===== src/design/vec_unit_regs.svh =====
`ifndef VEC_UNIT_REGS_SVH
`define VEC_UNIT_REGS_SVH

// ==========================================================================
// Command word layout
`define EXECUTE_FORM_PREFIX_PREFIX 5'h10
`define PREFIX_MSB 15
`define PREFIX_LSB 11

// ==========================================================================
// Function codes
`define FN_COPY_REAL 11'h52B
`define FN_COPY_PAIRED 11'h438
`define FN_INT_GATHER 11'h43A
`define FN_INT_SCATTER 11'h440
`define FN_EXT_LOAD 11'h44F
`define FN_EXT_STORE 11'h455
`define FN_EXT_GATHER 11'h446
`define FN_ELEM_OP 11'h568
`define FN_PAIRED_OP 11'h41A
`define FN_REAL_ACC 11'h407
`define FN_CPLX_ACC 11'h475
`define FN_REAL_LAT 11'h42C
`define FN_CPLX_LAT 11'h4E8
`define FN_INT_MULADD 11'h414

// ==========================================================================
// Operation select codes
`define OP_ADD 6'h1A
`define OP_SUB 6'h27
`define OP_AND_NOT 6'h08
`define OP_AND 6'h20
`define OP_OR 6'h38
`define OP_XOR 6'h18
`define OP_COMPLEMENT 6'h0C

// ==========================================================================
// Accumulator to real result slice, address mask
`define FRAC_MSB 30
`define FRAC_LSB 15
`define ADDR_MASK 16'hFFFF

`endif


===== src/design/vec_unit_pkg.sv =====
package vec_unit_pkg;

  typedef enum logic [3:0] {
    ST_IDLE = 4'b0000, ST_RX = 4'b0001, ST_RY = 4'b0010, ST_RZ = 4'b0011,
    ST_RI = 4'b0100, ST_LAT = 4'b0101, ST_EXT = 4'b0110, ST_ACC = 4'b0111,
    ST_WR = 4'b1000, ST_DONE = 4'b1001
  } state_e;

  typedef enum logic [3:0] {
    K_COPY = 4'b0000, K_PCOPY = 4'b0001, K_GATH = 4'b0010, K_SCAT = 4'b0011,
    K_XLD = 4'b0100, K_XST = 4'b0101, K_XGA = 4'b0110, K_OP = 4'b0111,
    K_POP = 4'b1000, K_RMAC = 4'b1001, K_PMAC = 4'b1010, K_CMAC = 4'b1011,
    K_RLAT = 4'b1100, K_CLAT = 4'b1101, K_IMAD = 4'b1110, K_NONE = 4'b1111
  } kind_e;

  typedef struct packed {
    state_e st;
    kind_e kind;
    logic [15:0] n;
    logic [15:0] cnt;
    logic [15:0] xa;
    logic [15:0] ya;
    logic [15:0] za;
    logic [23:0] base;
    logic [5:0] op;
    logic clr;
    logic sub;
    logic conj;
    logic ind;
    logic seed;
    logic fin;
    logic [31:0] xd;
    logic [31:0] yd;
    logic [31:0] zd;
    logic [31:0] acc_re;
    logic [31:0] acc_im;
    logic rd_pend;
    logic [1:0] rd_tgt;
    logic [15:0] ram_addr;
    logic ram_rd;
    logic ram_wr;
    logic [1:0] ram_wen;
    logic [31:0] ram_wdata;
    logic ext_req;
    logic ext_we;
    logic [23:0] ext_addr;
    logic [15:0] ext_wdata;
    logic busy;
    logic done;
    logic err;
  } unit_s;

endpackage : vec_unit_pkg


===== src/design/elem_alu.sv =====
`timescale 1ns/1ps
`default_nettype none
`include "vec_unit_regs.svh"

module elem_alu (
  input wire logic [15:0] a_i,
  input wire logic [15:0] b_i,
  input wire logic [5:0] op_i,
  output logic [15:0] y_o
);

  // ========================================================================
  // Element operation
  always_comb begin
    unique case (op_i)
      `OP_ADD: y_o = 16'(a_i + b_i);
      `OP_SUB: y_o = 16'(a_i - b_i);
      `OP_AND_NOT: y_o = a_i & ~b_i;
      `OP_AND: y_o = a_i & b_i;
      `OP_OR: y_o = a_i | b_i;
      `OP_XOR: y_o = a_i ^ b_i;
      `OP_COMPLEMENT: y_o = ~b_i;
      default: y_o = 16'h0000;
    endcase
  end

endmodule : elem_alu
`default_nettype wire


===== src/design/cplx_mult.sv =====
`timescale 1ns/1ps
`default_nettype none

module cplx_mult (
  input wire logic [31:0] x_i,
  input wire logic [31:0] y_i,
  input wire logic conj_i,
  output logic [31:0] p_lo_o,
  output logic [31:0] p_hi_o,
  output logic [31:0] re_o,
  output logic [31:0] im_o
);

  logic signed [31:0] rr;
  logic signed [31:0] ii;
  logic signed [31:0] ir;
  logic signed [31:0] ri;

  // ========================================================================
  // Partial products, low half real, high half imaginary
  assign rr = $signed(x_i[15:0]) * $signed(y_i[15:0]);
  assign ii = $signed(x_i[31:16]) * $signed(y_i[31:16]);
  assign ir = $signed(x_i[31:16]) * $signed(y_i[15:0]);
  assign ri = $signed(x_i[15:0]) * $signed(y_i[31:16]);
  assign p_lo_o = rr;
  assign p_hi_o = ii;
  assign re_o = conj_i ? 32'(rr + ii) : 32'(rr - ii);
  assign im_o = conj_i ? 32'(ir - ri) : 32'(ir + ri);

endmodule : cplx_mult
`default_nettype wire


===== src/design/vector_datapath.sv =====
`timescale 1ns/1ps
`default_nettype none
`include "vec_unit_regs.svh"

module vector_datapath
  import vec_unit_pkg::*;
#(
  parameter logic [10:0] PAIRED_ACC_FN = 11'h7FF // Arbitrary value
) (
  input wire logic ref_clk_i,
  input wire logic rstn_i,
  input wire logic cmd_valid_i,
  input wire logic [15:0] cmd_word_i,
  input wire logic [15:0] element_count_param_i,
  input wire logic [5:0] operation_select_field_i,
  input wire logic accumulator_clear_flag_i,
  input wire logic subtract_select_flag_i,
  input wire logic conjugate_select_flag_i,
  input wire logic [15:0] x_addr_i,
  input wire logic [15:0] y_addr_i,
  input wire logic [15:0] z_addr_i,
  input wire logic [23:0] ext_base_i,
  output logic busy_o,
  output logic done_o,
  output logic err_o,
  output logic [15:0] ram_addr_o,
  output logic ram_rd_o,
  output logic ram_wr_o,
  output logic [1:0] ram_wen_o,
  output logic [31:0] ram_wdata_o,
  input wire logic [31:0] ram_rdata_i,
  output logic ext_req_o,
  output logic ext_we_o,
  output logic [23:0] ext_addr_o,
  output logic [15:0] ext_wdata_o,
  input wire logic ext_ack_i,
  input wire logic [15:0] ext_rdata_i
);

  // ========================================================================
  // Reset release
  logic [1:0] rst_sync;
  logic rst_n;

  always_ff @(posedge ref_clk_i or negedge rstn_i) begin
    if (!rstn_i) begin
      rst_sync <= 2'b00;
    end else begin
      rst_sync <= {rst_sync[0], 1'b1};
    end
  end
  assign rst_n = rst_sync[1];

  // ========================================================================
  // Helpers
  function automatic kind_e decode(input logic [10:0] f, input logic [10:0] pfn);
    if (f == pfn) begin
      decode = K_PMAC;
    end else begin
      unique case (f)
        `FN_COPY_REAL: decode = K_COPY;
        `FN_COPY_PAIRED: decode = K_PCOPY;
        `FN_INT_GATHER: decode = K_GATH;
        `FN_INT_SCATTER: decode = K_SCAT;
        `FN_EXT_LOAD: decode = K_XLD;
        `FN_EXT_STORE: decode = K_XST;
        `FN_EXT_GATHER: decode = K_XGA;
        `FN_ELEM_OP: decode = K_OP;
        `FN_PAIRED_OP: decode = K_POP;
        `FN_REAL_ACC: decode = K_RMAC;
        `FN_CPLX_ACC: decode = K_CMAC;
        `FN_REAL_LAT: decode = K_RLAT;
        `FN_CPLX_LAT: decode = K_CLAT;
        `FN_INT_MULADD: decode = K_IMAD;
        default: decode = K_NONE;
      endcase
    end
  endfunction : decode

  function automatic logic op_legal(input logic [5:0] o);
    op_legal = (o == `OP_ADD) || (o == `OP_SUB) || (o == `OP_AND_NOT) || (o == `OP_AND)
      || (o == `OP_OR) || (o == `OP_XOR) || (o == `OP_COMPLEMENT);
  endfunction : op_legal

  function automatic logic [15:0] elem_addr(input logic [15:0] b, input logic [15:0] i,
                                            input logic w);
    elem_addr = w ? 16'(b + {i[14:0], 1'b0}) : 16'(b + i);
  endfunction : elem_addr

  function automatic logic [23:0] ext_loc(input logic [23:0] b, input logic [15:0] a);
    ext_loc = 24'(b + {7'h00, a, 1'b0});
  endfunction : ext_loc

  function automatic state_e first_st(input kind_e k);
    if (k == K_GATH || k == K_XGA) begin
      first_st = ST_RY;
    end else if (k == K_XLD) begin
      first_st = ST_EXT;
    end else begin
      first_st = ST_RX;
    end
  endfunction : first_st

  // ========================================================================
  // State and arithmetic
  unit_s s;
  unit_s next_s;
  logic [1:0][15:0] alu_y;
  logic [31:0] p_lo;
  logic [31:0] p_hi;
  logic [31:0] p_re;
  logic [31:0] p_im;
  logic [31:0] add_re;
  logic [31:0] t_re;
  logic [31:0] t_im;
  logic [15:0] imad_lo;
  logic [15:0] imad_hi;
  logic wide;
  logic lat;
  logic [15:0] ix;
  logic [15:0] next_n;
  kind_e cmd_kind;

  generate
    for (genvar h = 0; h < 2; h++) begin : g_half
      elem_alu u_alu (
        .a_i(s.xd[16*h +: 16]),
        .b_i(s.yd[16*h +: 16]),
        .op_i(s.op),
        .y_o(alu_y[h])
      );
    end
  endgenerate

  cplx_mult u_mult (
    .x_i(s.xd),
    .y_i(s.yd),
    .conj_i(s.conj || s.kind == K_PMAC),
    .p_lo_o(p_lo),
    .p_hi_o(p_hi),
    .re_o(p_re),
    .im_o(p_im)
  );

  assign cmd_kind = decode(cmd_word_i[10:0], PAIRED_ACC_FN);
  assign add_re = (s.kind inside {K_CMAC, K_CLAT, K_PMAC}) ? p_re : p_lo;
  assign t_re = s.sub ? 32'(s.acc_re - add_re) : 32'(s.acc_re + add_re);
  assign t_im = s.sub ? 32'(s.acc_im - p_im) : 32'(s.acc_im + p_im);
  assign imad_lo = s.clr ? p_lo[15:0] : (s.sub ? 16'(s.zd[15:0] - p_lo[15:0])
    : 16'(s.zd[15:0] + p_lo[15:0]));
  assign imad_hi = s.clr ? p_hi[15:0] : (s.sub ? 16'(s.zd[31:16] - p_hi[15:0])
    : 16'(s.zd[31:16] + p_hi[15:0]));

  // ========================================================================
  // Sequencer
  always_comb begin
    next_s = s;
    next_s.ram_rd = 1'b0;
    next_s.ram_wr = 1'b0;
    next_s.done = 1'b0;
    next_n = 16'(s.n + 16'h0001);
    // Read data lands one cycle after its request
    next_s.rd_pend = s.ram_rd;
    next_s.rd_tgt = (s.st == ST_RY) ? 2'd1 : ((s.st == ST_RZ) ? 2'd2 : 2'd0);
    if (s.rd_pend) begin
      unique case (s.rd_tgt)
        2'd1: next_s.yd = ram_rdata_i;
        2'd2: next_s.zd = ram_rdata_i;
        default: next_s.xd = ram_rdata_i;
      endcase
    end
    unique case (s.st)
      ST_IDLE: begin
        next_s.err = 1'b0;
        if (cmd_valid_i) begin
          next_s.kind = cmd_kind;
          next_s.n = 16'h0000;
          next_s.cnt = element_count_param_i;
          next_s.xa = x_addr_i;
          next_s.ya = y_addr_i;
          next_s.za = z_addr_i;
          next_s.base = ext_base_i;
          next_s.op = operation_select_field_i;
          next_s.clr = accumulator_clear_flag_i;
          next_s.sub = subtract_select_flag_i;
          next_s.conj = conjugate_select_flag_i;
          next_s.ind = 1'b0;
          next_s.fin = 1'b0;
          next_s.seed = cmd_kind inside {K_RLAT, K_CLAT};
          if (cmd_word_i[`PREFIX_MSB:`PREFIX_LSB] != `EXECUTE_FORM_PREFIX_PREFIX || cmd_kind == K_NONE
              || (cmd_kind inside {K_OP, K_POP} && !op_legal(operation_select_field_i))) begin
            next_s.err = 1'b1;
            next_s.st = ST_DONE;
          end else if (cmd_kind inside {K_RMAC, K_PMAC, K_CMAC}) begin
            if (accumulator_clear_flag_i) begin
              next_s.acc_re = 32'h00000000;
              next_s.acc_im = 32'h00000000;
            end
            next_s.fin = (element_count_param_i == 16'h0000);
            next_s.st = next_s.fin ? ST_WR : ST_RX;
          end else if (next_s.seed) begin
            next_s.st = ST_RZ;
          end else if (element_count_param_i == 16'h0000) begin
            next_s.st = ST_DONE;
          end else begin
            next_s.st = first_st(cmd_kind);
          end
        end
      end
      ST_RX: begin
        next_s.st = (s.kind inside {K_COPY, K_PCOPY, K_XST}) ? ST_LAT : ST_RY;
      end
      ST_RY: begin
        next_s.st = (s.kind == K_IMAD) ? ST_RZ : ST_LAT;
      end
      ST_RZ: begin
        next_s.st = ST_LAT;
      end
      ST_RI: begin
        next_s.ind = 1'b1;
        next_s.st = ST_LAT;
      end
      ST_LAT: begin
        if (s.seed) begin
          next_s.seed = 1'b0;
          if (s.kind == K_RLAT) begin
            next_s.acc_re = {{2{next_s.zd[15]}}, next_s.zd[14:0], 15'h0000};
          end else begin
            next_s.acc_re = {{2{next_s.zd[15]}}, next_s.zd[14:0], 15'h0000};
            next_s.acc_im = {{2{next_s.zd[31]}}, next_s.zd[30:16], 15'h0000};
          end
          next_s.n = 16'h0001;
          next_s.st = (s.cnt > 16'h0001) ? ST_RX : ST_DONE;
        end else if (s.kind == K_GATH) begin
          next_s.st = s.ind ? ST_WR : ST_RI;
        end else if (s.kind inside {K_XST, K_XGA}) begin
          next_s.st = ST_EXT;
        end else if (s.kind inside {K_COPY, K_PCOPY, K_SCAT}) begin
          next_s.st = ST_WR;
        end else begin
          next_s.st = ST_ACC;
        end
      end
      ST_EXT: begin
        if (ext_ack_i) begin
          next_s.ext_req = 1'b0;
          next_s.xd = {16'h0000, ext_rdata_i};
          if (s.kind == K_XST) begin
            next_s.st = (next_n >= s.cnt) ? ST_DONE : first_st(s.kind);
            next_s.n = next_n;
          end else begin
            next_s.st = ST_WR;
          end
        end
      end
      ST_ACC: begin
        next_s.st = ST_WR;
        unique case (s.kind)
          K_RMAC, K_PMAC, K_CMAC: begin
            next_s.acc_re = t_re;
            next_s.acc_im = (s.kind == K_CMAC) ? t_im : s.acc_im;
            next_s.fin = (next_n >= s.cnt);
            next_s.st = next_s.fin ? ST_WR : ST_RX;
            next_s.n = next_s.fin ? s.n : next_n;
          end
          K_RLAT: begin
            next_s.zd = {16'h0000, t_re[`FRAC_MSB:`FRAC_LSB]};
            next_s.acc_re = {{2{t_re[`FRAC_MSB]}}, t_re[`FRAC_MSB-1:`FRAC_LSB], 15'h0000};
          end
          K_CLAT: begin
            next_s.zd = {t_im[`FRAC_MSB:`FRAC_LSB], t_re[`FRAC_MSB:`FRAC_LSB]};
            next_s.acc_re = t_re;
            next_s.acc_im = t_im;
          end
          K_IMAD: next_s.zd = {imad_hi, imad_lo};
          K_POP: next_s.zd = {alu_y[1], alu_y[0]};
          default: next_s.zd = {16'h0000, alu_y[0]};
        endcase
      end
      ST_WR: begin
        next_s.n = next_n;
        if (s.fin || next_n >= s.cnt) begin
          next_s.st = ST_DONE;
        end else begin
          next_s.st = first_st(s.kind);
          next_s.ind = 1'b0;
        end
      end
      ST_DONE: begin
        next_s.err = 1'b0;
        next_s.st = ST_IDLE;
      end
      default: next_s.st = ST_IDLE;
    endcase

    // Element shape and index of the command being entered
    wide = next_s.kind inside {K_PCOPY, K_POP, K_PMAC, K_CMAC, K_CLAT, K_IMAD};
    lat = next_s.kind inside {K_RLAT, K_CLAT};
    ix = 16'(next_s.n - (lat ? 16'h0001 : 16'h0000));
    // Requests are registered on entry to their state
    if (next_s.st != s.st) begin
      unique case (next_s.st)
        ST_RX: begin
          next_s.ram_rd = 1'b1;
          next_s.ram_addr = elem_addr(next_s.xa, ix, wide);
        end
        ST_RY: begin
          next_s.ram_rd = 1'b1;
          next_s.ram_addr = elem_addr(next_s.ya, ix, wide);
        end
        ST_RZ: begin
          next_s.ram_rd = 1'b1;
          next_s.ram_addr = next_s.seed ? next_s.za : elem_addr(next_s.za, next_s.n, wide);
        end
        ST_RI: begin
          next_s.ram_rd = 1'b1;
          next_s.ram_addr = 16'(s.xa + next_s.yd[15:0]) & `ADDR_MASK;
        end
        ST_EXT: begin
          next_s.ext_req = 1'b1;
          next_s.ext_we = (next_s.kind == K_XST);
          next_s.ext_wdata = next_s.xd[15:0];
          unique case (next_s.kind)
            K_XST: next_s.ext_addr = ext_loc(next_s.base,
                     elem_addr(next_s.za, next_s.n, 1'b0));
            K_XGA: next_s.ext_addr = ext_loc(next_s.base,
                     16'(next_s.xa + next_s.yd[15:0]) & `ADDR_MASK);
            default: next_s.ext_addr = ext_loc(next_s.base,
                       elem_addr(next_s.xa, next_s.n, 1'b0));
          endcase
        end
        ST_WR: begin
          next_s.ram_wr = 1'b1;
          next_s.ram_wen = wide ? 2'b11 : 2'b01;
          next_s.ram_addr = elem_addr(s.za, s.n, wide);
          next_s.ram_wdata = next_s.zd;
          unique case (s.kind)
            K_COPY, K_GATH, K_XLD, K_XGA: next_s.ram_wdata = {16'h0000, next_s.xd[15:0]};
            K_PCOPY: next_s.ram_wdata = next_s.xd;
            K_SCAT: begin
              next_s.ram_addr = 16'(next_s.za + next_s.yd[15:0]) & `ADDR_MASK;
              next_s.ram_wdata = {16'h0000, next_s.xd[15:0]};
            end
            K_RMAC, K_PMAC: begin
              next_s.ram_addr = next_s.za;
              next_s.ram_wen = 2'b01;
              next_s.ram_wdata = {16'h0000, next_s.acc_re[`FRAC_MSB:`FRAC_LSB]};
            end
            K_CMAC: begin
              next_s.ram_addr = next_s.za;
              next_s.ram_wdata = {next_s.acc_im[`FRAC_MSB:`FRAC_LSB],
                                  next_s.acc_re[`FRAC_MSB:`FRAC_LSB]};
            end
            default: next_s.ram_wen = wide ? 2'b11 : 2'b01;
          endcase
        end
        default: next_s.ram_rd = 1'b0;
      endcase
    end
    next_s.done = (next_s.st == ST_DONE);
    next_s.busy = (next_s.st != ST_IDLE);
  end

  always_ff @(posedge ref_clk_i or negedge rst_n) begin
    if (!rst_n) begin
      s <= '0;
    end else begin
      s <= next_s;
    end
  end

  // ========================================================================
  // Outputs
  assign busy_o = s.busy;
  assign done_o = s.done;
  assign err_o = s.err;
  assign ram_addr_o = s.ram_addr;
  assign ram_rd_o = s.ram_rd;
  assign ram_wr_o = s.ram_wr;
  assign ram_wen_o = s.ram_wen;
  assign ram_wdata_o = s.ram_wdata;
  assign ext_req_o = s.ext_req;
  assign ext_we_o = s.ext_we;
  assign ext_addr_o = s.ext_addr;
  assign ext_wdata_o = s.ext_wdata;

endmodule : vector_datapath
`default_nettype wire


===== config.mk =====
export PLATFORM = sky130hd
export DESIGN_NAME = vector_datapath
export DESIGN_NICKNAME = d
export VERILOG_FILES = /design/src/design/vec_unit_pkg.sv /design/src/design/elem_alu.sv /design/src/design/cplx_mult.sv /design/src/design/vector_datapath.sv
export VERILOG_INCLUDE_DIRS = /design/src /design/src/design
export SDC_FILE = /design/constraint.sdc
export NUM_CORES = 2
export LEC_CHECK = 0
export BUFFER_PORTS_ARGS = -buffer_cell sky130_fd_sc_hd__buf_2
export CAP_MARGIN = 20
export CORE_ASPECT_RATIO = 0.6
export CORE_MARGIN = 5
export CORE_UTILIZATION = 61
export DETAILED_ROUTE_END_ITERATION = 12
export PLACE_DENSITY = 0.78
export SLEW_MARGIN = 10
export SYNTH_ARGS = -nofsm -noshare
export SYNTH_HDL_FRONTEND = slang
export SYNTH_SLANG_ARGS = --single-unit

===== constraint.sdc =====
create_clock -name ref_clk_i -period 16.8 [get_ports ref_clk_i]
set_input_delay 0 -clock ref_clk_i [delete_from_list [all_inputs] [get_ports ref_clk_i]]
set_output_delay 0 -clock ref_clk_i [all_outputs]
set_load 0.02 [all_outputs]

### Word level (Yosys, flattened, before mapping)

Index checks and enable logic that the tools add are counted.

* register bits after elaboration: 386
* output and inout port bits: 97
* logic and storage cells: 322

* $add $sub $neg: 33
* multiply operators: 4
* order comparisons: 2
* eq/ne operators: 93
* multiplexer cells: 94
* bitwise logic cells: 10
* reductions and logical operators: 48

Operators by type and width (count)
* 32-bit two-way mux: 13
* 64-bit two-way mux: 5
* 16-bit adder: 16
* 16-bit two-way mux: 14
* 16-bit one-hot mux with 7 select lines: 2
* 64-bit one-hot mux with 3 select lines: 1
* 11-bit equality test (second input constant): 15
* 16-bit one-hot mux with 5 select lines: 2
* 32-bit one-hot mux with 5 select lines: 1
* 32-bit adder: 4
* 16-bit by 16-bit multiplier with 32-bit output: 4
* 32-bit one-hot mux with 2 select lines: 2
* 32-bit one-hot mux with 4 select lines: 1
* 32-bit subtractor: 4
* 124-bit two-way mux: 1
* 4-bit equality test (second input constant): 24
* 96-bit two-way mux: 1
* 81-bit two-way mux: 1
* 4-bit two-way mux: 20
* 78-bit two-way mux: 1
* 24-bit by 17-bit adder with 24-bit output: 3
* 16-bit bitwise AND: 4
* 16-bit subtractor: 4
* 4-bit by 3-bit equality test with 1-bit output (second input constant): 14
* 47 further kinds: 127

### Longest topological paths before layout

* depth after elaboration: 20
* mapped depth: 52
* mapped depth without buffers: 49

### Cells and area by module

A second synthesis with hierarchy kept.

* cell total of the unflattened synthesis: 10074
* area, all modules: 83739.1 um2

By module, submodules not included
* cplx_mult: times used 1, cells each 5119, area an instance 44263.7 um2
* vector_datapath: times used 1, cells each 4365, area an instance 35446.5 um2
* elem_alu: times used 2, cells each 295, area an instance 2014.4 um2

### Least setup slack after synthesis

OpenSTA, ideal clock, no wires.

* path type: reg2reg
* from: reg s[235] (netlist name)
* to: reg s[130] (netlist name)
* library setup time: 130 ps
* data arrival time: 11357 ps
* slack: 5314 ps
* cell stages (with the launch flop): 46
* clock period less this slack: 11486 ps
* cell sequence: dfrtp_1 -> clkbuf_1 -> clkinv_1 -> buf_1 -> nor2_1 -> fa_1 -> fa_1 -> ha_1 -> inv_1 -> fa_1 -> inv_1 -> fa_1 -> inv_1 -> fa_1 -> inv_1 -> ha_1 -> or3_1 -> or2_2 -> (+10 left out) -> or4_1 -> nor4_2 -> nor2_1 -> xnor2_1 -> ha_1 -> a21o_1 -> a21oi_1 -> nor2b_1 -> a31oi_1 -> a31oi_1 -> a221o_1 -> a221o_1 -> a21oi_1 -> xnor2_1 -> xnor3_1 -> a221o_1 -> nand2_1 -> a21oi_1

RTL lines
* start: declaration: RTL line vector_datapath.sv:106 `unit_s s;`
* start signal: assignment: RTL line vector_datapath.sv:368 `s <= next_s;`

### Final worst setup path

* from: reg s[233] (netlist name)
* to: reg s (netlist bit ram_wdata_o[31])

* word-level cells in the longest chain between the ends: 9
* elaborated cells between the ends (all ways): 13
* classes of those cells: add/sub (4); mul (1); mux (8)

RTL lines
* 16-bit by 16-bit multiplier with 32-bit output (*): RTL line cplx_mult.sv:24 `assign ri = $signed(x_i[15:0]) * $signed(y_i[31:16]);`
* 32-bit adder or 32-bit subtractor (tied branches): RTL line cplx_mult.sv:28 `assign im_o = conj_i ? 32'(ir - ri) : 32'(ir + ri);`
* 32-bit two-way mux (*): RTL line cplx_mult.sv:28
* 32-bit adder or 32-bit subtractor (tied branches): RTL line vector_datapath.sv:148 `assign t_im = s.sub ? 32'(s.acc_im - p_im) : 32'(s.acc_im + p_im);`
* 32-bit two-way mux (*): RTL line vector_datapath.sv:148
* 32-bit two-way mux: RTL line vector_datapath.sv:261 `next_s.acc_im = (s.kind == K_CMAC) ? t_im : s.acc_im;`
* 32-bit one-hot mux with 2 select lines: RTL line vector_datapath.sv:258 `unique case (s.kind)`
* 64-bit one-hot mux with 3 select lines: RTL line vector_datapath.sv:172 `unique case (s.st)`
* 32-bit one-hot mux with 4 select lines (*): RTL line vector_datapath.sv:337 `unique case (s.kind)`

Mark *: on every way between the ends. The rest lies on a longest branch, timed or not. The select of a mux whose other input is x is not followed.
A chain may end at the register's enable or synchronous reset.

==> metrics.txt <==
# TYPE chip_impl_metric gauge
chip_impl_info{name="outcome",value="finished, final reports clean"} 1
chip_impl_info{name="hold_path.class",value="in -> reg"} 1
chip_impl_metric{name="layout.nets",unit=""} 11857
chip_impl_metric{name="synthCells",unit=""} 9727
chip_impl_info{name="min_to",value="s[241]"} 1
chip_impl_metric{name="globalplace.congestion",unit=""} 1.118
chip_impl_metric{name="die_area",unit="mm^2"} 0.1389
chip_impl_metric{name="synth_top_cell_area_share",unit=""} 0.2608
chip_impl_metric{name="critical_path_buf_inv_count",unit=""} 5
chip_impl_metric{name="maxCapViolations",unit=""} 0
chip_impl_metric{name="worst-path-max-fanout",unit=""} 21
chip_impl_metric{name="hpwlAfterDp",unit="um"} 268800
chip_impl_metric{name="num_rows",unit=""} 103
chip_impl_metric{name="max_clock_freq",unit="MHz"} 68.87
chip_impl_metric{name="timing.final.setup_violations",unit=""} 0
chip_impl_metric{name="worst-r2r-setup-slack",unit="ns"} 2.28
chip_impl_metric{name="grt_antenna_before_repair",unit=""} 21
chip_impl_metric{name="detail_route.drc_violations",unit=""} 0
chip_impl_metric{name="route.detailed.vias_per_inst",unit=""} 6.581
chip_impl_metric{name="horizontal_die_dimension",unit="um"} 477.9
chip_impl_metric{name="timing.final.crit_period",unit="ns"} 14.52
chip_impl_metric{name="detail-route-antenna-nets",unit=""} 0
chip_impl_metric{name="area_of_combinational_cells_with_multiple_inputs",unit="mm^2"} 0.06280
chip_impl_metric{name="synthesis.area",unit="mm^2"} 0.08013
chip_impl_metric{name="avgRoutedWirePerCell",unit="um"} 28.77
chip_impl_metric{name="count_of_vias_placed_by_the_detailed_router",unit=""} 76762
chip_impl_metric{name="final.period_utilization",unit=""} 0.8643
chip_impl_metric{name="critical_path_arrival",unit="ns"} 15.03
chip_impl_info{name="crit_path_capture_type",value="register"} 1
chip_impl_metric{name="slew-limit-headroom",unit=""} 0.1249
chip_impl_metric{name="postSynthNetCount",unit=""} 11703
chip_impl_info{name="cp_slowest_cell",value="dfrtp_1"} 1
chip_impl_metric{name="slew_viol_final",unit=""} 0
chip_impl_metric{name="sequential_cell_area",unit="mm^2"} 0.009619
chip_impl_info{name="synth_top_flop_cell",value="dfrtp_1"} 1
chip_impl_metric{name="worst_path_largest_cell_delay",unit="ns"} 0.90
chip_impl_metric{name="reg2regPathDepth",unit=""} 43
chip_impl_info{name="ys_top_cells_by_area",value="fa_1 (26%), dfrtp_1 (12%), ha_1 (12%), inv_1 (6.8%), nand2_1 (5.8%)"} 1
chip_impl_metric{name="detail_route.first_pass.iterations",unit=""} 13
chip_impl_metric{name="initial_core_util",unit=""} 0.6114
chip_impl_metric{name="grt-ovfl-total",unit=""} 0
chip_impl_info{name="startpoint_type",value="register"} 1
chip_impl_metric{name="timing.final.hold_violations",unit=""} 0
chip_impl_info{name="cp_top_family",value="simple AND/OR/NAND/NOR gates"} 1
chip_impl_metric{name="worst_slew_pin_slew",unit="ns"} 1.276
chip_impl_info{name="tritoncts",value="done"} 1
chip_impl_metric{name="worstHoldPathCells",unit=""} 3
chip_impl_metric{name="n_fill_cell",unit=""} 11091
chip_impl_metric{name="place.port_buffers",unit=""} 261
chip_impl_metric{name="sink_count",unit=""} 384
chip_impl_info{name="hold_start",value="ext_rdata_i[13]"} 1
chip_impl_info{name="worst-setup-path-type",value="reg -> reg"} 1
chip_impl_info{name="synthDominantAreaCellType",value="fa_1"} 1
chip_impl_metric{name="vias_in_the_first_global_route",unit=""} 74865
chip_impl_info{name="post_synth_most_frequent_cells",value="inv_1 (1,452), nand2_1 (1,240), fa_1 (1,044), nor2_1 (907), ha_1 (767)"} 1
chip_impl_metric{name="clock-skew-final",unit="ns"} 0.04341
chip_impl_info{name="regToRegEndpoint",value="ram_wdata_o[31]"} 1
chip_impl_metric{name="io_pins",unit=""} 262
chip_impl_metric{name="die-height",unit="um"} 290.7
chip_impl_metric{name="floorplan_core_area",unit="mm^2"} 0.1311
chip_impl_metric{name="totalWireLength",unit="um"} 335600
chip_impl_metric{name="numCtsBuffers",unit=""} 40
chip_impl_info{name="critical-path-top-cell-by-count",value="fa_1"} 1
chip_impl_info{name="source_of_the_worst_register_to_register_timing_path",value="s[233]"} 1
chip_impl_metric{name="finalSetupTns",unit="ns"} 0
chip_impl_info{name="worstSetupStartpoint",value="s[233]"} 1
chip_impl_metric{name="worstPathRequired",unit="ns"} 17.31
chip_impl_metric{name="synth-seq-area-share",unit=""} 0.1199
chip_impl_metric{name="maximum_number_of_pins_on_one_net_before_global_route_repair",unit=""} 172
chip_impl_metric{name="post-cts-setup-buffer-count",unit=""} 0
chip_impl_metric{name="post_synth_edffs",unit=""} 0
chip_impl_metric{name="synth-seq-cells",unit=""} 384
chip_impl_metric{name="async_flop_share",unit=""} 1.000
chip_impl_metric{name="synthesis.area_per_instance",unit="um^2"} 8.238
chip_impl_info{name="synthMostInstantiatedCell",value="inv_1"} 1
chip_impl_metric{name="final_layout_size_suffix_gt1_frac",unit=""} 0.07152
chip_impl_metric{name="clock_tree.htree_level_count",unit=""} 2
chip_impl_metric{name="global_route_wire_length_before_repair",unit="um"} 489400
chip_impl_info{name="rsz0062_at_grt",value="no"} 1
chip_impl_metric{name="first_iter_violations",unit=""} 11551
chip_impl_metric{name="synth_cell_types",unit=""} 101
chip_impl_metric{name="worst_skew_pair.late_latency",unit="ns"} 0.63
chip_impl_metric{name="ys.warnings.count",unit=""} 0
chip_impl_metric{name="total_routing_usage_reported_by_global_routing",unit=""} 0.4719
chip_impl_metric{name="clkTransAtPathRegs",unit="ns"} 0.08
chip_impl_metric{name="area.growth.synth_to_final",unit="%"} 7.276
chip_impl_metric{name="max-clock-path-buffers",unit=""} 3
chip_impl_info{name="clock_tree.root_cell",value="clkbuf_16"} 1
[per-layer routing]
metal  vias to the layer above  global-route usage  routed length, um
met5                         -             0.02633                789
met2                      6413              0.5746             118100
li1                      32100                   -                  -
met3                      1047              0.3067              70000
met4                        22              0.1643              15940
met1                     37180              0.6559             130700
[worst max path at each step]
stage / endpoint / slack [ns] / depth (start not counted)
6_report: ram_wdata_o[31] / 2.28 / 43
5_1_grt: ram_wdata_o[31] / 1.60 / 43
4_1_cts: ram_wdata_o[31] / 2.73 / 43
3_5_place_dp: ram_wdata_o[31] / 2.75 / 43
3_3_place_gp: s[130] / 3.12 / 43
2_1_floorplan: busy_o / 5.31 / 0
[stage by stage]
stage	cell area, um^2	utilization	setup slack (ns)	hold slack [ns]	cells
after floorplan	80130	-	5.305	-0.2956	9727
after global placement	82840	0.6321	3.120	-0.2148	11399
after detailed placement	82870	0.6323	2.749	-0.2124	11403
after CTS	85820	0.6548	2.734	0.002008	11634
after global routing	85920	0.6556	1.601	0.009415	11649
final	85960	0.6559	2.279	0.02136	11665
[repair_timing]
| action | CTS | global route |
|---|---|---|
| setup endpoints to repair | 0 | 0 |
| hold endpoints to repair | 203 | 1 |
| hold buffers | 157 | 1 |
| resized for setup | 0 | 0 |
[final cells by class]
class | count | area share
repair buffers | 616 | 0.05100
inverters | 1480 | 0.06463
clock buffers | 56 | 0.01351
multi-input cells | 7359 | 0.7306
well taps | 1732 | 0.02521
diodes | 20 | 0.0005822
flip-flops and latches | 384 | 0.1119
clock inverters | 18 | 0.002562
[layout by cell type (no fill, tap or decap), types with 38 or more instances in the layout]
cell and instances:
or3_1 40, o21a_1 50, dfrtp_1 380, fa_1 1044, o21bai_1 69, buf_4 190
xnor2_1 445, nand2_1 1239, inv_1 1451, a21boi_0 38, nor3_1 113, a21oi_1 525
a31oi_1 87, o22ai_1 53, a21o_1 158, ha_1 767, dlygate4sd3_1 158, buf_2 264
nand3_1 109, and3_1 53, mux2_2 86, xor2_1 187, clkbuf_16 40, nor2b_1 64
o31ai_1 40, mux2i_1 136, o21ai_0 413, nand2b_1 63, nor2_1 904, a211oi_1 41
[flip-flops by register name, summed over array words and instances (netlist names), 2 cells and up]
name         cells
s              285
ram_wdata_o     32
ext_addr_o      24
ext_wdata_o     16
ram_addr_o      16
ram_wen_o        2
rst_sync         2
[tightest hold or removal path, delay by kind of cell]
family          cells  cell delay [ns]
buf+inv             1             0.13
simple gates        1             0.07
compound gates      1             0.31
[cells by family after synthesis]
family	count (synthesis)	share of synthesized area
AND/OR/NAND/NOR	2823	0.1528
buffers and inverters	1984	0.09767
AO/OA/AOI/OAI	1865	0.1497
adder cells (fa/ha/maj)	1811	0.3806
XOR/XNOR	636	0.07003
flip-flops	384	0.1199
multiplexers	223	0.02921
other	1	0.00004680
Power is left out: the tool's default activity adds up to more than one toggle a clock period on the data nets, which glitch-free logic cannot reach.
